`config.mk`:
```
export PLATFORM = sky130hd
export DESIGN_NAME = mtm_timer_module
export DESIGN_NICKNAME = d
export VERILOG_FILES = /design/src/verilog/mtm_pkg.sv /design/src/verilog/mtm_input_cond.sv /design/src/verilog/mtm_timer_cell.sv /design/src/verilog/mtm_timer_module.sv
export SDC_FILE = /design/constraint.sdc
export NUM_CORES = 1
export LEC_CHECK = 0
export ABC_CLOCK_PERIOD_IN_PS = 5500
export CORE_UTILIZATION = 60
export DETAILED_ROUTE_END_ITERATION = 8
export DONT_BUFFER_PORTS = 1
export PLACE_DENSITY = 0.76
export RECOVER_POWER = 50
export SLEW_MARGIN = 25
export SYNTH_ARGS = -nofsm -noshare
export SYNTH_HDL_FRONTEND = slang
export SYNTH_SLANG_ARGS = --single-unit
export TNS_END_PERCENT = 10
```
`constraint.sdc`:
```
create_clock -name pclk -period 5.5 [get_ports pclk]
set_input_delay 0.825 -clock pclk [delete_from_list [all_inputs] [get_ports pclk]]
set_output_delay 0.825 -clock pclk [all_outputs]
set_load 0.005 [all_outputs]
```
`src/verilog/mtm_pkg.sv`:
```
// Constants, register layout and types of the multimode timer module
// Assumes a 32-bit APB slave, one aligned word per register
// Summary of operation
// - Every timer is a 16-bit counter; aux timers chain to the core
// - Each of the three timers selects timer, gated, counter or incremental mode
// - Timer mode counts system clock divided by a programmable prescaler
// - Counter mode counts edges seen on the timer's count/gate pin
// - Gated mode counts prescaled ticks only while the gate pin is active
// - No timer advances more often than once per four clocks
// - Direction set by software, optionally flipped live by the direction pin
// - Incremental mode decodes quadrature A/B pins into steps and direction
// - Core toggle latch inverts on every core overflow or underflow
// - Toggle latch state drives an output pin
// - Toggle latch changes can clock either auxiliary timer
// - Aux timers may instead act as reload or capture register
// - An aux timer in reload or capture role never counts
// - Capture copies the core count into the aux timer on its pin event
// - Reload loads core from aux on pin event or chosen latch transition
// - Two aux reloads on opposite latch transitions alternate, giving free PWM
package mtm_pkg;
   // Counter and prescaler
   localparam int cnt_width = 16;
   localparam int base_log2 = 2;
   localparam int presc_bits = 3;
   localparam int presc_width = 9;
   // Register byte offsets
   localparam logic [7:0] off_ctrl = 8'h00;
   localparam logic [7:0] off_count = 8'h0c;
   localparam logic [7:0] off_status = 8'h18;
   localparam logic [7:0] off_mask = 8'h1c;
   localparam logic [7:0] off_step = 8'h04;
   // Control register fields
   localparam int f_mode = 0;
   localparam int f_run = 2;
   localparam int f_sw_down = 3;
   localparam int f_ext_dir = 4;
   localparam int f_gate_lvl = 5;
   localparam int f_edge = 6;
   localparam int f_presc = 8;
   localparam int f_func = 11;
   localparam int f_tl_out = 11;
   localparam int f_tl_clk = 13;
   localparam int f_ext_trig = 14;
   localparam int f_tl_trans = 15;
   localparam int ctrl_width = 17;
   localparam logic [16:0] ctrl_reset = 17'h00000;
   // Status register fields
   localparam int st_wrap = 0;
   localparam int st_event = 3;
   localparam int st_width = 5;
   localparam logic [4:0] st_reset = 5'h00;
   localparam logic tl_reset = 1'b0;

   typedef enum logic [1:0] {
      mode_timer = 2'b00,
      mode_gated = 2'b01,
      mode_counter = 2'b10,
      mode_incr = 2'b11
   } mtm_mode_type;

   typedef enum logic [1:0] {
      func_basic = 2'b00,
      func_reload = 2'b01,
      func_capture = 2'b10,
      func_spare = 2'b11
   } mtm_func_type;
endpackage

```
`src/verilog/mtm_input_cond.sv`:
```
`timescale 1ns/100ps
// Pin sampler: edge and quadrature decoding for one timer
// Assumes pins synchronous to pclk and a sample strobe every four clocks
module mtm_input_cond (
   // Clock and reset
   input wire logic pclk,
   input wire logic presetn,
   // Sample strobe
   input wire logic sample,
   // Timer pins
   input wire logic count_gate,
   input wire logic direction,
   // Decoded events; rise, fall and quad_step only with sample
   output logic rise,
   output logic fall,
   output logic quad_step,
   output logic quad_down
);
   logic count_gate_q;
   logic direction_q;
   wire a_chg = count_gate ^ count_gate_q;
   wire b_chg = direction ^ direction_q;

   always_ff @(posedge pclk or negedge presetn) begin
      if (!presetn) begin
         count_gate_q <= 1'b0;
         direction_q <= 1'b0;
      end else if (sample) begin
         count_gate_q <= count_gate;
         direction_q <= direction;
      end
   end

   assign rise = sample & a_chg & count_gate;
   assign fall = sample & a_chg & ~count_gate;
   // Both pins moving at once is a sensor fault and is dropped
   assign quad_step = sample & (a_chg ^ b_chg);
   assign quad_down = count_gate_q ^ direction;
endmodule

```
`src/verilog/mtm_timer_cell.sv`:
```
`timescale 1ns/100ps
// One up/down counter with load and wrap detection
// Assumes tick is a one-cycle enable and load has priority
module mtm_timer_cell #(
   parameter int width = mtm_pkg::cnt_width
) (
   // Clock and reset
   input wire logic pclk,
   input wire logic presetn,
   // Control
   input wire logic tick,
   input wire logic down,
   input wire logic load,
   input wire logic [width-1:0] load_value,
   // State
   output logic [width-1:0] count,
   output logic wrap
);
   if (width < 2 || width > 32) begin : g_bad
      $error("mtm_timer_cell: width out of range");
   end

   wire at_limit = down ? (count == '0) : (&count);
   assign wrap = tick & at_limit;

   always_ff @(posedge pclk or negedge presetn) begin
      if (!presetn) begin
         count <= '0;
      end else if (load) begin
         count <= load_value;
      end else if (tick) begin
         count <= down ? count - 1'b1 : count + 1'b1;
      end
   end
endmodule

```
`src/verilog/mtm_timer_module.sv`:
```
// Design decisions made here: the address map and register access over APB.
`timescale 1ns/100ps
// Core timer with toggle latch and two auxiliary timers behind APB
// Assumes pins synchronous to pclk; index 0 core, 1 aux low, 2 aux high
module mtm_timer_module #(
   parameter int width = mtm_pkg::cnt_width
) (
   // Clock and reset
   input wire logic pclk,
   input wire logic presetn,
   // APB slave
   input wire logic [7:0] paddr,
   input wire logic psel,
   input wire logic penable,
   input wire logic pwrite,
   input wire logic [31:0] pwdata,
   output logic [31:0] prdata,
   output logic pready,
   output logic pslverr,
   // Timer pins
   input wire logic [2:0] timer_count_gate_input,
   input wire logic [2:0] timer_direction_input,
   // Outputs
   output logic toggle_latch_pin,
   output logic irq
);
   if (width < 2 || width > mtm_pkg::cnt_width) begin : g_bad
      $error("mtm_timer_module: width out of range");
   end

   logic [width-1:0] count [3];
   logic [width-1:0] load_value [3];
   logic [mtm_pkg::ctrl_width-1:0] ctrl [3];
   logic [mtm_pkg::st_width-1:0] status;
   logic [mtm_pkg::st_width-1:0] mask;
   logic [mtm_pkg::presc_width-1:0] presc;
   logic core_tl;
   logic [31:0] next_rdata;
   logic next_err;
   wire [2:0] tick;
   wire [2:0] wrap;
   wire [2:0] load;
   wire [2:0] down;
   wire [2:0] held;
   wire [2:0] rise;
   wire [2:0] fall;
   wire [2:0] qstep;
   wire [2:0] qdown;
   wire [2:0] cap_fire;
   wire [2:0] rl_fire;
   wire [2:0] sw_cnt_wr;
   wire [2:0] wr_ctrl;

   function automatic logic [7:0] reg_off(input logic [7:0] base, input int idx);
      return 8'(base + mtm_pkg::off_step * 8'(idx));
   endfunction

   // Strobe when the low 2+e prescaler bits are all ones
   function automatic logic presc_hit(input logic [mtm_pkg::presc_width-1:0] c,
      input logic [mtm_pkg::presc_bits-1:0] e);
      logic [mtm_pkg::presc_width-1:0] low;
      low = ~({mtm_pkg::presc_width{1'b1}} << (4'(e) + 4'(mtm_pkg::base_log2)));
      return &(c | ~low);
   endfunction

   // Bus decode
   wire setup = psel & ~penable;
   wire wr_fire = psel & penable & pready & pwrite;
   wire wr_status = wr_fire & (paddr == mtm_pkg::off_status);
   wire wr_mask = wr_fire & (paddr == mtm_pkg::off_mask);

   // Base strobe every four clocks
   wire sample = &presc[mtm_pkg::base_log2-1:0];

   // Toggle latch transitions
   wire tl_rise = wrap[0] & ~core_tl;
   wire tl_fall = wrap[0] & core_tl;
   wire next_tl = core_tl ^ wrap[0];

   // Sticky flags: a new event beats a clear in the same cycle
   wire [mtm_pkg::st_width-1:0] st_set = {rl_fire[2:1] | cap_fire[2:1], wrap};
   wire [mtm_pkg::st_width-1:0] st_clr =
      wr_status ? pwdata[mtm_pkg::st_width-1:0] : mtm_pkg::st_reset;
   wire [mtm_pkg::st_width-1:0] next_status = (status & ~st_clr) | st_set;
   wire [mtm_pkg::st_width-1:0] next_mask =
      wr_mask ? pwdata[mtm_pkg::st_width-1:0] : mask;

   always_comb begin
      next_rdata = '0;
      next_err = 1'b0;
      case (paddr)
         reg_off(mtm_pkg::off_ctrl, 0): next_rdata = 32'(ctrl[0]);
         reg_off(mtm_pkg::off_ctrl, 1): next_rdata = 32'(ctrl[1]);
         reg_off(mtm_pkg::off_ctrl, 2): next_rdata = 32'(ctrl[2]);
         reg_off(mtm_pkg::off_count, 0): next_rdata = 32'(count[0]);
         reg_off(mtm_pkg::off_count, 1): next_rdata = 32'(count[1]);
         reg_off(mtm_pkg::off_count, 2): next_rdata = 32'(count[2]);
         mtm_pkg::off_status: next_rdata = 32'({core_tl, status});
         mtm_pkg::off_mask: next_rdata = 32'(mask);
         default: next_err = 1'b1;
      endcase
   end

   // Zero-wait APB answer
   always_ff @(posedge pclk or negedge presetn) begin
      if (!presetn) begin
         pready <= 1'b0;
         prdata <= '0;
         pslverr <= 1'b0;
      end else begin
         pready <= setup;
         if (setup) begin
            prdata <= next_rdata;
            pslverr <= next_err;
         end
      end
   end

   always_ff @(posedge pclk or negedge presetn) begin
      if (!presetn) begin
         presc <= '0;
      end else begin
         presc <= presc + 1'b1;
      end
   end

   always_ff @(posedge pclk or negedge presetn) begin
      if (!presetn) begin
         status <= mtm_pkg::st_reset;
         mask <= mtm_pkg::st_reset;
         irq <= 1'b0;
      end else begin
         status <= next_status;
         mask <= next_mask;
         irq <= |(next_status & next_mask);
      end
   end

   always_ff @(posedge pclk or negedge presetn) begin
      if (!presetn) begin
         core_tl <= mtm_pkg::tl_reset;
         toggle_latch_pin <= 1'b0;
      end else begin
         core_tl <= next_tl;
         toggle_latch_pin <= ctrl[0][mtm_pkg::f_tl_out] & next_tl;
      end
   end

   for (genvar i = 0; i < 3; i++) begin : g_tmr
      mtm_pkg::mtm_mode_type mode;
      mtm_pkg::mtm_func_type func;
      logic base_tick;
      wire [1:0] edge_sel = ctrl[i][mtm_pkg::f_edge+:2];
      wire [1:0] trans_sel = ctrl[i][mtm_pkg::f_tl_trans+:2];
      wire ev_edge = (edge_sel[0] & rise[i]) | (edge_sel[1] & fall[i]);
      wire presc_tick = presc_hit(presc, ctrl[i][mtm_pkg::f_presc+:mtm_pkg::presc_bits]);
      wire gate_open = timer_count_gate_input[i] == ctrl[i][mtm_pkg::f_gate_lvl];
      wire tl_clk = (i != 0) && ctrl[i][mtm_pkg::f_tl_clk];
      wire sw_down = ctrl[i][mtm_pkg::f_sw_down];
      wire pin_down = ctrl[i][mtm_pkg::f_ext_dir] & timer_direction_input[i];
      wire ext_trig = ctrl[i][mtm_pkg::f_ext_trig] & ev_edge;

      assign mode = mtm_pkg::mtm_mode_type'(ctrl[i][mtm_pkg::f_mode+:2]);
      // Core timer has no second role
      assign func = (i == 0) ? mtm_pkg::func_basic
         : mtm_pkg::mtm_func_type'(ctrl[i][mtm_pkg::f_func+:2]);
      assign wr_ctrl[i] = wr_fire & (paddr == reg_off(mtm_pkg::off_ctrl, i));
      assign sw_cnt_wr[i] = wr_fire & (paddr == reg_off(mtm_pkg::off_count, i));

      always_comb begin
         case (mode)
            mtm_pkg::mode_timer: base_tick = presc_tick;
            mtm_pkg::mode_gated: base_tick = presc_tick & gate_open;
            mtm_pkg::mode_counter: base_tick = tl_clk ? wrap[0] : ev_edge;
            mtm_pkg::mode_incr: base_tick = qstep[i];
            default: base_tick = 1'b0;
         endcase
      end

      assign held[i] = func != mtm_pkg::func_basic;
      assign tick[i] = ctrl[i][mtm_pkg::f_run] & ~held[i] & base_tick;
      // Pin level flips the software direction while running
      assign down[i] = (mode == mtm_pkg::mode_incr) ? qdown[i] ^ sw_down
         : sw_down ^ pin_down;
      assign cap_fire[i] = (func == mtm_pkg::func_capture) & ev_edge;
      assign rl_fire[i] = (func == mtm_pkg::func_reload)
         & (ext_trig | (trans_sel[0] & tl_rise) | (trans_sel[1] & tl_fall));

      always_ff @(posedge pclk or negedge presetn) begin
         if (!presetn) begin
            ctrl[i] <= mtm_pkg::ctrl_reset;
         end else if (wr_ctrl[i]) begin
            ctrl[i] <= pwdata[mtm_pkg::ctrl_width-1:0];
         end
      end

      mtm_input_cond u_pins (
         .pclk(pclk),
         .presetn(presetn),
         .sample(sample),
         .count_gate(timer_count_gate_input[i]),
         .direction(timer_direction_input[i]),
         .rise(rise[i]),
         .fall(fall[i]),
         .quad_step(qstep[i]),
         .quad_down(qdown[i])
      );

      mtm_timer_cell #(
         .width(width)
      ) u_cell (
         .pclk(pclk),
         .presetn(presetn),
         .tick(tick[i]),
         .down(down[i]),
         .load(load[i]),
         .load_value(load_value[i]),
         .count(count[i]),
         .wrap(wrap[i])
      );
   end

   // Software write beats reload; aux low beats aux high
   assign load[0] = sw_cnt_wr[0] | rl_fire[1] | rl_fire[2];
   assign load_value[0] = sw_cnt_wr[0] ? pwdata[width-1:0]
      : rl_fire[1] ? count[1] : count[2];

   for (genvar j = 1; j < 3; j++) begin : g_aux
      assign load[j] = sw_cnt_wr[j] | cap_fire[j];
      assign load_value[j] = sw_cnt_wr[j] ? pwdata[width-1:0] : count[0];
   end
endmodule

```
# Yosys cells after proc, flatten, opt, wreduce, memory -nomap -nowiden
# Index checks and enable logic that the tools add are counted.
# totals
register_bits	161
wordCells	214
in_bits	51
# classes
n_mux	28
n_eq_ne	23
n_shift	3
n_bitwise	108
reduce_logical	21
addsub	10
# ops
cell	n
$mux 16	13
$pmux 17 s8	1
$and 1x1->1	57
$not 9->9	6
$add 16x1->16 const B	3
$logic_not 16->1	3
$reduce_and 16->1	3
$sub 16x1->16 const B	3
$eq 8x5->1 const B	4
$or 9x9->9	3
$reduce_and 9->1	3
$shl 9x4->9 const A	3
$xor 1x1->1	19
$eq 2x2->1 const B	8
$eq 8x4->1 const B	2
$add 3x2->4 const B	3
$pmux 1 s4	3
$or 1x1->1	11
$and 5x5->5	2
$eq 2x1->1 const B	5
$mux 5	2
$reduce_bool 2->1	5
$add 9x1->9 const B	1
$mux 1	9
other kinds (11)	21

# Depth between registers and ports, before layout
# Gate-level depths: netlist of run 1.
# depth
depth_word	19
ltp_mapped	16
mapped_depth_nobuf	15

# Hierarchy
# Synthesis of run 1 repeated with hierarchy kept, for this count alone.
# unflattened
cells_unflattened	1150
area_unflattened_um2	11054.4
# modules_own_cells
module	n_inst	area_each_um2	cells_each
mtm_timer_module	1	5957.0	553
mtm_timer_cell	3	1574.0	187
mtm_input_cond	3	125.1	12

# Worst setup path before layout of run 1
# No wires, ideal clock.
# synth_path
path_kind	input port to flip-flop
from	input port timer_direction_input[0]
to	register g_tmr[0].u_cell.count[12]
arrival_ps	4233
slack_ps	1142
path_stages	13
path_buffers	1
path_cell_list	xnor2_1 -> mux2i_1 -> xor2_1 -> mux2_2 -> and3_1 -> ha_1 -> a22o_1 -> o211a_1 -> nor3_1 -> nand2_1 -> clkbuf_1 -> nor2_1 -> a21oi_1
# synth_via
elab_chain_len	14
# synth_rtl
item	line	source
from (decl)	mtm_timer_module.sv:22	input wire logic [2:0] timer_direction_input,
$xor 1x1->1	mtm_input_cond.sv:22	wire b_chg = direction ^ direction_q;
$xor 1x1->1	mtm_input_cond.sv:37	assign quad_step = sample & (a_chg ^ b_chg);
$and 1x1->1	mtm_input_cond.sv:37	
$pmux 1 s4	mtm_timer_module.sv:171	case (mode)
$and 1x1->1	mtm_timer_module.sv:181	assign tick[i] = ctrl[i][mtm_pkg::f_run] & ~held[i] & base_tick;
$and 1x1->1	mtm_timer_cell.sv:24	assign wrap = tick & at_limit;
$and 1x1->1	mtm_timer_module.sv:76	wire tl_rise = wrap[0] & ~core_tl;
$and 1x1->1	mtm_timer_module.sv:187	& (ext_trig | (trans_sel[0] & tl_rise) | (trans_sel[1] & tl_fall));
$or 1x1->1 (2 in series)	mtm_timer_module.sv:187	
$and 1x1->1	mtm_timer_module.sv:187	
$mux 16 or $or 1x1->1 (tied branches)	mtm_timer_module.sv:226, mtm_timer_module.sv:224	
$mux 16 or $or 1x1->1 (tied branches)	mtm_timer_module.sv:225, mtm_timer_module.sv:224	
$mux 16 or $reduce_bool 2->1 (tied branches)	n/a	
to (signal assigned)	mtm_timer_cell.sv:30	count <= load_value;
to (signal assigned)	mtm_timer_cell.sv:32	count <= down ? count - 1'b1 : count + 1'b1;
to (decl)	mtm_timer_cell.sv:16	output logic [width-1:0] count,
# Several ways; a longest one is shown, not always the timed one. The select of a mux whose other input is x is not followed.
# A chain may end at the register's enable or synchronous reset.

# Worst setup path after layout of run 1
# layout_path
from	register presc[0] in the netlist's numbering
to	register g_tmr[0].u_cell.count[14]
# layout_via
elab_chain_len	16
# layout_rtl
item	line	source
from (decl)	mtm_timer_module.sv:36	logic [mtm_pkg::presc_width-1:0] presc;
from (signal assigned)	mtm_timer_module.sv:123	presc <= presc + 1'b1;
$reduce_and 2->1 (*)	mtm_timer_module.sv:73	wire sample = &presc[mtm_pkg::base_log2-1:0];
net g_tmr[0].u_pins.sample	mtm_input_cond.sv:9	input wire logic sample,
$and 1x1->1	mtm_input_cond.sv:34, mtm_input_cond.sv:35	
$and 1x1->1, on equally long branches	mtm_input_cond.sv:34, mtm_input_cond.sv:35	
$and 1x1->1	mtm_timer_module.sv:155	wire ev_edge = (edge_sel[0] & rise[i]) | (edge_sel[1] & fall[i]);
$or 1x1->1	mtm_timer_module.sv:155	
$pmux 1 s4	mtm_timer_module.sv:171	
$and 1x1->1	mtm_timer_module.sv:181	
$and 1x1->1	mtm_timer_cell.sv:24	
$and 1x1->1	mtm_timer_module.sv:76	
$and 1x1->1	mtm_timer_module.sv:187	
$or 1x1->1 (2 in series)	mtm_timer_module.sv:187	
$and 1x1->1	mtm_timer_module.sv:187	
$mux 16 or $or 1x1->1 (tied branches)	mtm_timer_module.sv:226, mtm_timer_module.sv:224	
$mux 16 or $or 1x1->1 (tied branches)	mtm_timer_module.sv:225, mtm_timer_module.sv:224	
$mux 16 or $reduce_bool 2->1 (tied branches)	n/a	
# The timed path passes the listed nets; every way through them passes the cells marked *.

==> metrics.txt, run 1 <==
Post-Syn Area per Cell=9.25 µm²; post-synth top area share=35.5%; Max-slew headroom=25.4%; final hold violation count=0; TritonRoute pass-1 iters=9; vias in the first global route=8,936; fin. max-slew vios=0; RSZ-0062 raised after global routing=false; Max Fclk=218 MHz; WL per Instance=25.0 µm; DPL Wire Length=23.0 mm; asr flop ratio synth=100%; routed vias/inst=7.14; Synthesis Warnings=0; CP max stage cell=clkbuf_1; Core Area=0.0166 mm²; outcome=finished with violations; CTS Buf Count=17; final std cells w/o fill=1,333; GRT Residual Overflow=0; mux share of post-synthesis cell area=9.02%; measured slew at the worst slew-check pin=1.12 ns; H-tree levels=4; simple-gate share of the synthesized area=16.8%; max_cap viols=0; DRT iter0 DRCs=1,260; Hold WC Path Type=input pin to asynchronous set/reset pin; clock sinks=146; count leader, synth=dfrtp_1; Crit Path Category=register to register; Crit path arrival time=4.95 ns; Final nets=1,208; post-layout util=66.9%; Syn Inst Count=1,113; clock root cell=clkbuf_16; Leak Pwr=5.12 nW; Yosys reg bits=146; critical path required time=5.85 ns; Post-CTS Resized=0; violated checks=design-rule violations; Synth Area in XOR/XNOR=5.10%; Finish-stage setup viols=0; commonest register cell after synthesis=dfrtp_1; initial antenna violation count=0; maximum fanout along the worst path=15; sequential fraction of the synthesis area=35.5%; Tcrit/Tclk final=83.5%; largest family of logic cells by synthesized area=compound AO/OA/AOI/OAI gates; synthesized cell area=0.0103 mm²; chip width=133 µm; Cell Pwr Density=230 mW/mm²; number of vias after detailed routing=9,516; Starting Density=61.9%; Total Neg Setup Slack=0 ns; CP most frequent cell=ha_1; Die Area=0.0177 mm²; CP cell instances=ha_1 -> clkbuf_1 -> o211ai_1 -> o22ai_4 -> and3_1 -> ha_1 -> a22o_1 -> o211a_1 -> nor2b_1 -> a221oi_1 -> nor2_1 -> o22ai_1 -> a21oi_1; Global Route Usage Sum=38.4%; WL final=33.4 mm; Synth area leader=dfrtp_1; number of port buffers=0; Site Rows=47; adder-cell share of the synthesized area=7.14%; Hold Buf Count CTS=0; drt drc=1; CTS max path bufs=2; Setup crit end kind=register; Ports=87; placed insts=1,301; CTS clk-pin slew, worst paths=0.06 ns; synth top area cells=dfrtp_1 (35%), mux2_2 (7.0%), ha_1 (6.6%); Die Height=133 µm; Layout area overhead=8.07%; gp weighted congestion=0.983; first-pass GRT wire length=51.1 mm; Cell variety after synth=77; Synth Area in Compound Gates=22.3%; post-route ant nets=0; min cycle time layout=4.59 ns; TritonCTS clock tree=done; largest net degree at the start of global routing=147; # Post-CTS Setup Buffers=0; Post-synth top cells=dfrtp_1 (146), nor2_1 (97), nand2_1 (83); CP startpoint kind=register; number of synthesized flops with an enable pin=0; Crit path largest cell delay=0.82 ns; share of cells above drive strength 1=12.1%; peak supply drop=253 µV; worst skew pair latency=0.44 ns; fill count=1,363; clk_skew=0.0125 ns
-- final cells by class --
| class | instances | area [µm²] | area share [%] |
|---|---|---|---|
| Timing Repair Buffer | 16 | 116 | 1.05 |
| Clock buffer | 19 | 443 | 3.98 |
| Multi-Input combinational cell | 888 | 6310 | 56.7 |
| Inverter | 31 | 116 | 1.05 |
| Clock inverter | 12 | 206 | 1.86 |
| Sequential cell | 146 | 3650 | 32.8 |
| Tap cell | 220 | 275 | 2.47 |
| Antenna cell | 1 | 2.50 | 0.0225 |
-- stage by stage --
stage	hold WS (ns)	power (mW)	area (µm²)	setup slack [ns]
6_report	0.0801	2.56	11100	0.908
3_3_place_gp	0.487	1.27	10500	1.02
3_5_place_dp	0.499	1.27	10500	0.966
5_1_grt	0.0700	2.60	11100	0.839
4_1_cts	0.0822	2.54	11100	1.11
2_1_floorplan	0.456	1.24	10300	1.14
-- cells by family after synthesis --
group           after synthesis
other cells                   1
simple gates                350
xor+xnor                     60
buf+inv                      93
flops                       146
fa+ha+maj                    57
mux                          83
compound gates              323
-- routing by layer --
layer  vias to the layer above  wire length [µm]  track usage (%)
met5                         -                27                0
met2                       642             14600             58.1
met3                       158              3870             10.3
met1                      4560             13000             50.2
met4                         2              1870             20.0
li1                       4154                 -                -
-- worst paths after layout --
| kind | start | end | slack, ns | cells after the start |
|---|---|---|---|---|
| min in group pclk | pwdata[4] | g_tmr[2].u_cell.count[4]$_DFFE_PN0P_ | 0.51 | 2 |
| max | presc[0]$_DFF_PN0_ | g_tmr[0].u_cell.count[14]$_DFFE_PN0P_ | 0.91 | 13 |
| max in group asynchronous | presetn | mask[2]$_DFF_PN0_ | 5.22 | 0 |
| min | presetn | presc[7]$_DFF_PN0_ | 0.08 | 0 |
| min reg2reg | ctrl[46]$_DFFE_PN0P_ | ctrl[46]$_DFFE_PN0P_ | 0.52 | 1 |
| max reg2reg | presc[0]$_DFF_PN0_ | g_tmr[0].u_cell.count[14]$_DFFE_PN0P_ | 0.91 | 13 |
-- where the power goes --
part           switching (mW)  leakage [nW]  total, mW  internal (mW)
registers              0.0486          1.95       1.14           1.09
logic                  0.0597          2.86      0.116         0.0563
clock network           0.484         0.302       1.30          0.817
total                   0.592          5.12       2.56           1.96
-- placed cells by master, fill, tap and decap left out, types with 18 or more instances in the layout --
| cell type | n |
|---|---|
| a21oi_1 | 50 |
| a22o_1 | 30 |
| a22oi_1 | 51 |
| dfrtp_1 | 146 |
| ha_1 | 54 |
| inv_1 | 30 |
| mux2_2 | 64 |
| nand2_1 | 83 |
| nand3_1 | 36 |
| nand4_1 | 22 |
| nor2_1 | 97 |
| nor4_1 | 18 |
| o21ai_0 | 53 |
| xnor2_1 | 37 |
| xor2_1 | 23 |
-- worst max-delay path: cells and delay by family (launching register included) --
family,cells,cell delay [ns]
and+or+nand+nor,3,1.22
adders and majority gates,2,0.37
AOI/OAI and AO/OA,7,1.64
buffers and inverters,1,0.82
DFF,1,0.44
-- state kept, by name, summed over array words and instances, names as in the netlist, 3 cells and up --
register	count
prdata	17
ctrl	51
presc	9
status	5
g_tmr.u_cell.count	48
g_tmr.u_pins.count_gate_q	3
g_tmr.u_pins.direction_q	3
mask	5
No activity file was read; power rests on OpenSTA's default activity.
==> inputs of run 2 (changes only) <==
ABC_AREA = 1   (was default)
ABC_CLOCK_PERIOD_IN_PS = 3800   (was 5500)
CORE_UTILIZATION = 59   (was 60)
PLACE_DENSITY = 0.78   (was 0.76)
clock period = 3.8 ns   (was 5.5 ns; I/O delays follow)
==> metrics.txt, run 2 <==
number of port buffers=0; initial antenna violation count=0; asr flop ratio synth=100%; chip width=138 µm; H-tree levels=4; commonest register cell after synthesis=dfrtp_1; CP max stage cell=dfrtp_1; Max Fclk=290 MHz; Final nets=1,657; Leak Pwr=5.85 nW; max_cap viols=0; Synthesis Warnings=0; CP cell instances=inv_1 -> ha_1 -> nor2_1 -> nand2_1 -> nand2_1 -> nand2_1 -> nor2_1 -> nand2_1 -> nand2_1 -> nand2_1 -> nor3_2 -> ha_1 -> nand2_1 -> nand3_1 -> nand2_2 -> nand3_4 -> inv_2 -> nand2_4 -> inv_2 -> nor2_1 -> nand2_1 -> o21ai_0; Ports=87; # Post-CTS Setup Buffers=0; measured slew at the worst slew-check pin=1.01 ns; worst setup path start=ctrl[43]$_DFFE_PN0P_; Cell Pwr Density=305 mW/mm²; reg2reg start=ctrl[43]$_DFFE_PN0P_; DP Area=0.0110 mm²; Site Rows=49; worst skew pair latency=0.45 ns; clk_skew=0.0173 ns; largest net degree at the start of global routing=147; Yosys reg bits=146; Net Sw Power=0.894 mW; clock sinks=146; share of cells above drive strength 1=6.47%; final hold violation count=146; Die Area=0.0191 mm²; biggest regs=ctrl (51), g_tmr.u_cell.count (48), prdata (17); Tcrit/Tclk final=90.7%; Comb power frac=5.4%; Crit Path Category=register to register; final instance area=0.0116 mm²; Layout area overhead=6.65%; max FFs per register=51; register share of total power=45.2%; fin. max-slew vios=0; WP buf/inv=3; routed vias/inst=6.14; post-synth top area share=33.4%; Clock Power Share=49.4%; Die Height=138 µm; RSZ-0062 raised after global routing=false; number of vias after detailed routing=11,000; post-route ant nets=0; Synth area leader=dfrtp_1; Starting Density=60.6%; Cell variety after synth=57; Max-slew headroom=32.3%; synth top area cells=dfrtp_1 (33%), nand2_1 (16%), o21ai_0 (8.4%); first-pass GRT wire length=56.6 mm; violated checks=negative hold slack; Sw Share=25.2%; Post-Syn Area per Cell=7.03 µm²; number of synthesized flops with an enable pin=0; peak supply drop=505 µV; CP most frequent cell=nand2_1; Syn Inst Count=1,554; Hold WS=-0.177 ns; Crit path arrival time=3.80 ns; Core Area=0.0180 mm²; CTS clk-pin slew, worst paths=0.06 ns; DRT iter0 DRCs=1,361; Global Route Usage Sum=38.2%; outcome=finished with violations; Total Neg Setup Slack=0 ns; count leader, synth=nand2_1; min cycle time layout=3.45 ns; vias in the first global route=10,200; worst reg2reg setup slack=0.35 ns; Int Power=2.65 mW; Post-synth top cells=nand2_1 (464), o21ai_0 (183), inv_1 (156); WL final=35.6 mm; clock root cell=clkbuf_16; GRT Residual Overflow=0; sequential fraction of the synthesis area=33.4%; critical path required time=4.15 ns; WL per Instance=19.9 µm; Finish-stage setup viols=0; Biggest register=ctrl; Setup crit end kind=register; synthesized cell area=0.0109 mm²; diodes inserted=0; TritonRoute pass-1 iters=7; drt drc=0; cell family with most CP delay=simple AND/OR/NAND/NOR gates; DPL Wire Length=26.4 mm; most frequent cells in the layout=nand2_1 (463), o21ai_0 (183), inv_1 (156); Hold WC Path Type=input pin to asynchronous set/reset pin; TritonCTS clock tree=done; CTS Buf Count=17; CTS max path bufs=2; most common cell after layout, fill and taps aside=nand2_1; Crit path largest cell delay=0.40 ns; CP startpoint kind=register; gp weighted congestion=0.994; maximum fanout along the worst path=19
run 2: cell types whose count changed after synthesis, moves of 19 or more:
cell,previous run,this run
a22o_1,30,3
a22oi_1,51,2
clkbuf_1,39,20
inv_1,30,156
mux2_2,64,0
nand2_1,83,464
nand3_1,36,91
o21ai_0,53,183
run 2: layer usage:
| metal | vias up | routed length [µm] | track usage, % |
|---|---|---|---|
| met1 | 5029 | 14200 | 50.9 |
| met3 | 157 | 4130 | 8.56 |
| met2 | 666 | 15200 | 57.9 |
| li1 | 5141 | - | - |
| met4 | 0 | 2130 | 20.6 |
| met5 | - | 0 | 0 |
run 2: cell type report:
class                   instances  area, µm²
fillers                      1696       6370
multi-input cells            1194       6330
flip-flops and latches        146       3650
inverters                     173        653
clock buffers                  21        460
well taps                     229        287
clock inverters                11        141
repair buffers                 17        124
run 2: logic make-up (layout without fill, tap and decap cells):
| family | Yosys count | after routing | synth area share (%) |
|---|---|---|---|
| buffers and inverters | 228 | 222 | 9.14 |
| DFF | 146 | 146 | 33.4 |
| and+or+nand+nor | 732 | 732 | 28.9 |
| other | 1 | 15 | 0.0343 |
| xor gates and xnor gates | 48 | 48 | 3.85 |
| adders and majority gates | 57 | 57 | 6.74 |
| AOI/OAI and AO/OA | 342 | 342 | 17.9 |
run 2: through the flow:
step / instances / setup slack [ns] / power, mW / utilization (%)
global placement: 1759 / 0.497 / 1.81 / 61.3
detailed placement: 1759 / 0.437 / 1.82 / 61.3
CTS: 1791 / 0.359 / 3.54 / 64.6
global route: 1791 / 0.0392 / 3.63 / 64.6
finish: 1791 / 0.352 / 3.55 / 64.6
floorplan: 1568 / 0.525 / 1.77 / -
run 2: what timing repair did:
item                                    in CTS  in global routing
resized for setup                            0                  1
endpoints found under the setup margin       0                  1
endpoints found under the hold margin      146                146
run 2: final timing paths:
| kind | end | cells after the start |
|---|---|---|
| max | g_tmr[0].u_cell.count[1]$_DFFE_PN0P_ | 22 |
| min | presc[5]$_DFF_PN0_ | 0 |
| max reg2reg | g_tmr[0].u_cell.count[1]$_DFFE_PN0P_ | 22 |
| min reg2reg | presc[7]$_DFF_PN0_ | 1 |
| max in group asynchronous | g_tmr[2].u_cell.count[15]$_DFFE_PN0P_ | 0 |
| min in group pclk | g_tmr[2].u_pins.direction_q$_DFFE_PN0N_ | 2 |
run 2: power groups by stage:
stage	Sequential (mW)	Clock (mW)	Combinational, mW
2_1_floorplan	1.62	0	0.151
3_3_place_gp	1.63	0	0.182
3_5_place_dp	1.63	0	0.185
4_1_cts	1.60	1.76	0.187
5_1_grt	1.60	1.81	0.213
6_report	1.60	1.75	0.192
